File: src/logic/kbd_enc_pkg.sv
// Purpose: Shared constants for the keyboard encoder host handshake block
// Assumes: Single 20 MHz system clock, synchronous active-low reset
// Notes: Debounce intervals are counted in scan-strobe periods
package kbd_enc_pkg;

    // Key matrix geometry
    localparam int DRIVE_COUNT = 11;
    localparam int SENSE_COUNT = 8;
    localparam int SCAN_W = 7;
    localparam int CODE_W = 8;
    localparam int SEL_W = 4;
    localparam logic [SCAN_W-1:0] SCAN_LAST = 7'h57;
    localparam logic [SCAN_W-1:0] SCAN_RESET = 7'h00;

    // Select pattern that marks the encoder as addressed
    localparam logic [SEL_W-1:0] SEL_MATCH = 4'hf;

    // Debounce counts in strobe periods
    localparam int CLOSE_DEB_STROBES = 2;
    localparam int RELEASE_DEB_STROBES = 4;
    localparam int DEB_W = 8;

    // Flag reset values (both flags idle high)
    localparam logic FLAG_IDLE = 1'b1;

    // Handshake states
    typedef enum logic [1:0] {
        ST_SCAN = 2'b00,
        ST_DEB_CLOSE = 2'b01,
        ST_HELD = 2'b10,
        ST_RELEASED = 2'b11
    } kbd_state_t;

endpackage

File: src/logic/kbd_encoder.sv
// Purpose: Matrix keyboard encoder core with host flag handshake
// Assumes: Scan strobe, selects and sense lines arrive asynchronously
// Notes: All actions except the bus enable keyed to synchronised strobe edges
`timescale 1ns/1ps
module kbd_encoder
    import kbd_enc_pkg::*;
#(
    parameter int CLOSE_STROBES = CLOSE_DEB_STROBES,
    parameter int RELEASE_STROBES = RELEASE_DEB_STROBES
) (
    input wire logic CLK,
    input wire logic RST_N,
    input wire logic SCAN_STROBE,
    input wire logic [SEL_W-1:0] SELECT_INPUTS,
    input wire logic [SENSE_COUNT-1:0] SENSE_LINES,
    output logic [DRIVE_COUNT-1:0] DRIVE_LINES,
    output logic [CODE_W-1:0] DATA_OUT,
    output logic DATA_OE,
    output logic KEY_AVAILABLE_N,
    output logic KEY_REPEAT_N
);

    logic strobe_lvl; // Synchronised strobe level
    logic strobe_rise; // Strobe low-to-high event
    logic strobe_fall; // Strobe high-to-low event
    logic [SEL_W-1:0] sel_lvl; // Synchronised selects
    logic [SENSE_COUNT-1:0] sense_lvl; // Synchronised sense lines
    logic selected; // Encoder addressed by host
    logic key_closed; // Key at current scan position closed
    logic scan_run; // Scan counter may advance
    logic close_done; // Closure debounce finished this edge
    logic release_done; // Release debounce finished this edge
    logic host_clear; // Selected rising strobe
    kbd_state_t state_ff; // Handshake state
    kbd_state_t nxt_state; // Next handshake state
    logic [DEB_W-1:0] deb_ff; // Debounce period counter
    logic [SCAN_W-1:0] scan_ff; // Scan position
    logic [SCAN_W-1:0] nxt_scan; // Next scan position
    logic [DRIVE_COUNT-1:0] drive_ff; // Registered drive lines
    logic [CODE_W-1:0] code_ff; // Latched key code
    logic key_available_n_ff; // Available flag, low active
    logic key_repeat_n_ff; // Repeat flag, low active
    logic oe_ff; // Registered bus enable

    // Strobe synchroniser
    pin_sync #(.W(1)) u_strobe_sync (
        .CLK(CLK),
        .RST_N(RST_N),
        .PIN(SCAN_STROBE),
        .LEVEL(strobe_lvl),
        .RISE(strobe_rise),
        .FALL(strobe_fall)
    );

    // Select synchroniser
    pin_sync #(.W(SEL_W)) u_sel_sync (
        .CLK(CLK),
        .RST_N(RST_N),
        .PIN(SELECT_INPUTS),
        .LEVEL(sel_lvl),
        .RISE(),
        .FALL()
    );

    // Sense line synchroniser
    pin_sync #(.W(SENSE_COUNT)) u_sense_sync (
        .CLK(CLK),
        .RST_N(RST_N),
        .PIN(SENSE_LINES),
        .LEVEL(sense_lvl),
        .RISE(),
        .FALL()
    );

    // Decode and status terms
    assign selected = (sel_lvl == SEL_MATCH);
    assign key_closed = sense_lvl[scan_ff[2:0]];
    assign host_clear = strobe_rise && selected;
    assign close_done = (deb_ff == DEB_W'(CLOSE_STROBES - 1)) && key_closed;
    assign release_done = (deb_ff == DEB_W'(RELEASE_STROBES - 1)) && !key_closed;
    // Counter frozen once a key is caught, unless host toggles while selected
    assign scan_run = (state_ff == ST_SCAN) || selected;

    // Next handshake state, evaluated on rising strobe
    always_comb begin
        nxt_state = state_ff;
        case (state_ff)
            ST_SCAN: begin
                if (key_closed) begin
                    nxt_state = ST_DEB_CLOSE;
                end
            end
            ST_DEB_CLOSE: begin
                if (!key_closed) begin
                    nxt_state = ST_SCAN; // Bounce, resume scanning
                end else if (close_done) begin
                    nxt_state = ST_HELD;
                end
            end
            ST_HELD: begin
                if (release_done) begin
                    nxt_state = ST_RELEASED;
                end
            end
            default: begin
                // Wait for host to read before scanning again
                if (key_available_n_ff && !host_clear) begin
                    nxt_state = ST_SCAN;
                end else if (host_clear) begin
                    nxt_state = ST_SCAN;
                end
            end
        endcase
    end

    // State register
    always_ff @(posedge CLK) begin
        if (!RST_N) begin
            state_ff <= ST_SCAN;
        end else if (strobe_rise) begin
            state_ff <= nxt_state;
        end
    end

    // Debounce counter, counts strobe periods
    always_ff @(posedge CLK) begin
        if (!RST_N) begin
            deb_ff <= '0;
        end else if (strobe_rise) begin
            if (nxt_state != state_ff) begin
                deb_ff <= '0;
            end else if (state_ff == ST_HELD && key_closed) begin
                deb_ff <= '0; // Key still down, restart release timing
            end else if (state_ff == ST_DEB_CLOSE || state_ff == ST_HELD) begin
                deb_ff <= deb_ff + DEB_W'(1);
            end
        end
    end

    // Next scan position, wraps after last key
    always_comb begin
        nxt_scan = scan_ff;
        if (strobe_fall && scan_run) begin
            if (scan_ff == SCAN_LAST) begin
                nxt_scan = SCAN_RESET;
            end else begin
                nxt_scan = scan_ff + SCAN_W'(1);
            end
        end
    end

    // Scan counter and drive lines
    always_ff @(posedge CLK) begin
        if (!RST_N) begin
            scan_ff <= SCAN_RESET;
            drive_ff <= '0;
        end else begin
            scan_ff <= nxt_scan;
            drive_ff <= '0;
            drive_ff[nxt_scan[SCAN_W-1:3]] <= 1'b1;
        end
    end

    // Available flag; set wins over a coincident clear
    always_ff @(posedge CLK) begin
        if (!RST_N) begin
            key_available_n_ff <= FLAG_IDLE;
        end else if (strobe_rise && state_ff == ST_DEB_CLOSE && close_done) begin
            key_available_n_ff <= 1'b0;
        end else if (host_clear) begin
            key_available_n_ff <= FLAG_IDLE;
        end
    end

    // Key code latched with the flag
    always_ff @(posedge CLK) begin
        if (!RST_N) begin
            code_ff <= '0;
        end else if (strobe_rise && state_ff == ST_DEB_CLOSE && close_done) begin
            code_ff <= {1'b0, scan_ff};
        end
    end

    // Repeat flag
    always_ff @(posedge CLK) begin
        if (!RST_N) begin
            key_repeat_n_ff <= FLAG_IDLE;
        end else if (strobe_rise && state_ff == ST_HELD && release_done) begin
            key_repeat_n_ff <= FLAG_IDLE;
        end else if (host_clear && state_ff == ST_HELD && key_closed) begin
            key_repeat_n_ff <= 1'b0;
        end
    end

    // Bus enable follows select
    always_ff @(posedge CLK) begin
        if (!RST_N) begin
            oe_ff <= 1'b0;
        end else begin
            oe_ff <= selected;
        end
    end

    // Outputs
    assign DRIVE_LINES = drive_ff;
    assign DATA_OUT = code_ff;
    assign DATA_OE = oe_ff;
    assign KEY_AVAILABLE_N = key_available_n_ff;
    assign KEY_REPEAT_N = key_repeat_n_ff;
endmodule

File: src/logic/pin_sync.sv
// Purpose: Two-stage synchroniser with edge detect for pin inputs
// Assumes: Inputs are asynchronous to CLK
// Notes: First stage feeds only the second stage; hold reset at least two cycles
`timescale 1ns/1ps
module pin_sync #(
    parameter int W = 1
) (
    input wire logic CLK,
    input wire logic RST_N,
    input wire logic [W-1:0] PIN,
    output logic [W-1:0] LEVEL,
    output logic [W-1:0] RISE,
    output logic [W-1:0] FALL
);

    logic [W-1:0] meta_ff; // First stage, read by second stage only
    logic [W-1:0] sync_ff; // Second stage, safe to use
    logic [W-1:0] prev_ff; // Delayed copy for edge detection
    logic armed_ff; // Edges reported only once the history is real

    // Synchroniser chain keeps sampling through reset, so its history
    // matches the pin and a pin that idles high gives no false edge
    always_ff @(posedge CLK) begin
        meta_ff <= PIN;
        sync_ff <= meta_ff;
        prev_ff <= sync_ff;
    end

    // Edge report enable, low during reset
    always_ff @(posedge CLK) begin
        if (!RST_N) begin
            armed_ff <= 1'b0;
        end else begin
            armed_ff <= 1'b1;
        end
    end

    // Level and edge outputs
    assign LEVEL = sync_ff;
    assign RISE = sync_ff & ~prev_ff & {W{armed_ff}};
    assign FALL = ~sync_ff & prev_ff & {W{armed_ff}};

endmodule

File: config.mk
export PLATFORM = sky130hd
export DESIGN_NAME = kbd_encoder
export DESIGN_NICKNAME = d
export VERILOG_FILES = /design/src/logic/kbd_enc_pkg.sv /design/src/logic/kbd_encoder.sv /design/src/logic/pin_sync.sv
export SDC_FILE = /design/constraint.sdc
export NUM_CORES = 1
export LEC_CHECK = 0
export BUFFER_PORTS_ARGS = -buffer_cell sky130_fd_sc_hd__buf_2
export CORE_MARGIN = 1.5
export CORE_UTILIZATION = 23
export CTS_BUF_LIST = sky130_fd_sc_hd__clkbuf_4 sky130_fd_sc_hd__clkbuf_8
export DETAILED_ROUTE_END_ITERATION = 16
export HOLD_SLACK_MARGIN = 0.1
export PLACE_DENSITY = 0.4
export SLEW_MARGIN = 20
export SYNTH_ARGS = -nofsm -noshare
export SYNTH_HDL_FRONTEND = slang
export SYNTH_SLANG_ARGS = --single-unit
export TNS_END_PERCENT = 1
File: constraint.sdc
create_clock -name CLK -period 2.6 [get_ports CLK]
set_input_delay 0.52 -clock CLK [delete_from_list [all_inputs] [get_ports CLK]]
set_output_delay 0.52 -clock CLK [all_outputs]
set_load 0.05 [all_outputs]
==> impl_results.md <==
* Fin. Hold Viols at 0
* Drt first pass iters at 4
* Via count at 2063
* Setup Skew at 0.0142 ns
* Fin. max-slew vios at 0
* Slew margin rel. at 62.2%
* Ys flop type: dfxtp_1
* Via/cell ratio at 4.52
* RePlAce Congestion at 0.841
* WHS at 0.277 ns
* Longest Clk Path Bufs at 2
* Initial antenna violation count at 0
* Drt wl/cell at 12.8 microns
* Cell with the most instances after synthesis: dfxtp_1
* Layout cells sized above 1 at 24.7%
* Mapped cell area at 2640 sq um
* DR iter-0 viols at 141
* IO Port Bufs at 35
* Critical path class: reg2reg
* P&R area growth vs syn at 23.3%
* Syn Area/Cell at 10.1 sq um
* Cell variety after synth at 55
* Total track usage at 10.6%
* Hold Path Class: in2reg
* Seq/Total Area, Yosys at 50.0%
* Data arrival, critical path at 2.60 ns
* Largest net degree at the start of global routing at 15
* Post-synth EDFFs at 0
* TritonCTS Sinks at 66
* Simple-gate portion of the synthesized area at 22.1%
* Routed WL at 5.85 mm
* Slowest CP cell: a221o_1
* Storage element area at 1320 sq um
* TritonCTS clock tree: yes
* Leakage at 1.24 nW
* # fillers at 1174
* Worst setup SP type: register
* Synth Area in Adders at 3.79%
* I/O pin count at 37
* # DRC at 0
* Hpwl dp at 4.23 mm
* CP Data Required Time at 2.86 ns
* Post-synth ARST share at 0%
* Top cells by area, synth: dfxtp_1 50%, nor2_1 3.8%, ha_1 3.8%, mux2i_1 3.0%, nand2_1 2.4%
* NumNets Final at 335
* Multi-input logic area at 1240 sq um
* Yosys warnings at 0
* CP Buf/Inv Count at 0
* Congestion Overflow GR at 0
* Min Clock Period, post-route at 2.34 ns
* Max Cap Violations at 0
* Critical Path, Cell by Cell: ha_1 -> and4b_1 -> a22o_1 -> a221o_1 -> a41oi_4 -> a41oi_1 -> o21ai_1
* Post-synth top area share at 50.0%
* Worst Setup EP: deb_ff[0]
* First-pass GRT wire length at 9.69 mm
* R2r endpoint: deb_ff[0]
* R2R Path Start: state_ff[0]
* Synth Area in XOR/XNOR at 1.66%
* Core area at 11000 sq um
* Syn_nets at 284
* R2R cell count at 7
* Clock Pin Slew Worst Setup and Hold Paths at 0.08 ns
* Inserted Diodes at 0
* Crit path depth at 7
* Main combinational cell family by area after synthesis: simple AND/OR/NAND/NOR gates
* Yosys reg bits at 66
* Slew @ Worst Pin at 0.566 ns
* Commonest cells post-synth: 66 x dfxtp_1, 27 x nor2_1, 17 x nand2_1
* FF-to-FF setup slack at 0.26 ns
* Crit path largest cell delay at 0.40 ns
* Finished Layout Cells at 456
* Top Family by Delay on Critical Path: compound AO/OA/AOI/OAI gates
* Number of global-route vias before repair at 1951
* Initial core utilization at 23.9%
* Power per Cell Area at 622 nW/um^2
* Compound-Gate Fraction of Synth Area at 13.8%
* Row Count at 38
* Clock Tree Root: clkbuf_8
* Die X at 110 microns
* Run status: completed
* Crit share post-route at 89.9%
* Worst skew pair latency at 0.34 ns
* Setup tns final at 0 ns
* Final setup viols at 0
* Synth area leader: dfxtp_1
* Crit path max fanout at 10
* RSZ-0062 raised after global routing: false
* Chip height at 110 microns
* Worst vdd ir at 0.272 mV
* CTS Buf Count at 9
* Post-route ant nets at 0
* CTS H-tree lvls at 3
* Critical Path Source: state_ff[0]
* Full die area at 12100 sq um
* Post-Syn Instances at 261
* Fmax achieved at 428 MHz
* Cell count after placement at 441
* Setup bufs post-CTS at 0
* Post-synthesis mux area share at 5.17%
* Setup crit end kind: register
[cells by family after synthesis]
group | Yosys count
AND/OR/NAND/NOR | 103
flip-flops | 66
AO/OA/AOI/OAI | 45
buffers and inverters | 22
multiplexers | 11
adder cells (fa/ha/maj) | 8
XOR/XNOR | 5
other | 1
[final cells by class]
class / count / area share, %
clock buffer: 11 / 4.46
sequential: 66 / 40.6
timing repair buffer: 47 / 8.15
tap: 140 / 5.38
clock inverter: 4 / 1.58
multi-input combinational: 173 / 38.1
inverter: 15 / 1.73
[worst min-delay path by stage]
stage / to / from / slack (ns) / cells after the start
after global routing: u_sense_sync.meta_ff[5] / SENSE_LINES[5] / 0.25 / 1
after CTS: u_sense_sync.meta_ff[5] / SENSE_LINES[5] / 0.26 / 1
after floorplan: u_sel_sync.LEVEL[0] / u_sel_sync.meta_ff[0] / 0.31 / 0
after detailed placement: u_sense_sync.LEVEL[6] / u_sense_sync.meta_ff[6] / 0.31 / 0
after global placement: u_sense_sync.LEVEL[4] / u_sense_sync.meta_ff[4] / 0.32 / 0
final: u_sense_sync.meta_ff[5] / SENSE_LINES[5] / 0.28 / 1
[sequential cells by signal, indices dropped and copies added (netlist names), 2 cells and up]
signal and flops:
scan_ff 7, u_sense_sync.LEVEL 8, DRIVE_LINES 11, u_sel_sync.meta_ff 4, state_ff 2, deb_ff 8, u_sense_sync.meta_ff 8, DATA_OUT 7
u_sel_sync.LEVEL 4
[cell usage in the layout, fill, tap and decap left out, types with 3 or more instances in the layout]
| cell | Yosys | routed |
|---|---|---|
| a21oi_1 | 6 | 6 |
| mux2i_1 | 8 | 8 |
| buf_2 | 0 | 35 |
| a31oi_1 | 3 | 3 |
| o22ai_1 | 4 | 4 |
| xnor2_1 | 3 | 3 |
| nand4_1 | 9 | 9 |
| a41oi_1 | 6 | 5 |
| buf_4 | 1 | 12 |
| nor4_1 | 3 | 3 |
| dfxtp_1 | 66 | 65 |
| nor2_1 | 27 | 27 |
| nor2b_1 | 5 | 5 |
| o21ai_1 | 4 | 4 |
| inv_1 | 15 | 15 |
| o21ai_0 | 4 | 4 |
| nand2_1 | 17 | 17 |
| nand2b_1 | 3 | 3 |
| clkbuf_8 | 0 | 10 |
| nor3_1 | 7 | 7 |
| nand3_1 | 12 | 12 |
| ha_1 | 8 | 8 |
[per-stage QoR]
step / setup WS (ns) / util (%) / area [sq um] / power [mW]
2_1_floorplan: 0.261 / - / 2640 / 1.14
3_3_place_gp: 0.212 / 27.7 / 3050 / 1.18
3_5_place_dp: 0.106 / 27.7 / 3050 / 1.18
4_1_cts: 0.0854 / 29.4 / 3250 / 2.06
5_1_grt: 0.134 / 29.5 / 3260 / 2.13
6_report: 0.263 / 29.5 / 3260 / 2.03
[power breakdown]
group | internal, mW | switching [mW]
sequential | 1.04 | 0.0120
combinational | 0.0433 | 0.0610
clock | 0.477 | 0.397
total | 1.56 | 0.470
[routing by layer]
metal / up-vias / track usage (%) / routed length [microns]
li1: 1044 / - / -
met1: 948 / 14.8 / 2950
met2: 58 / 15.3 / 2450
met3: 13 / 3.12 / 354
met4: 0 / 4.12 / 95
met5: - / 0 / 0
[repair_timing]
item	CTS	global route
hold buffers	0	0
resized for setup	0	2
endpoints found under the setup margin	0	8
Note: power is estimated with default switching activity, not from simulation.
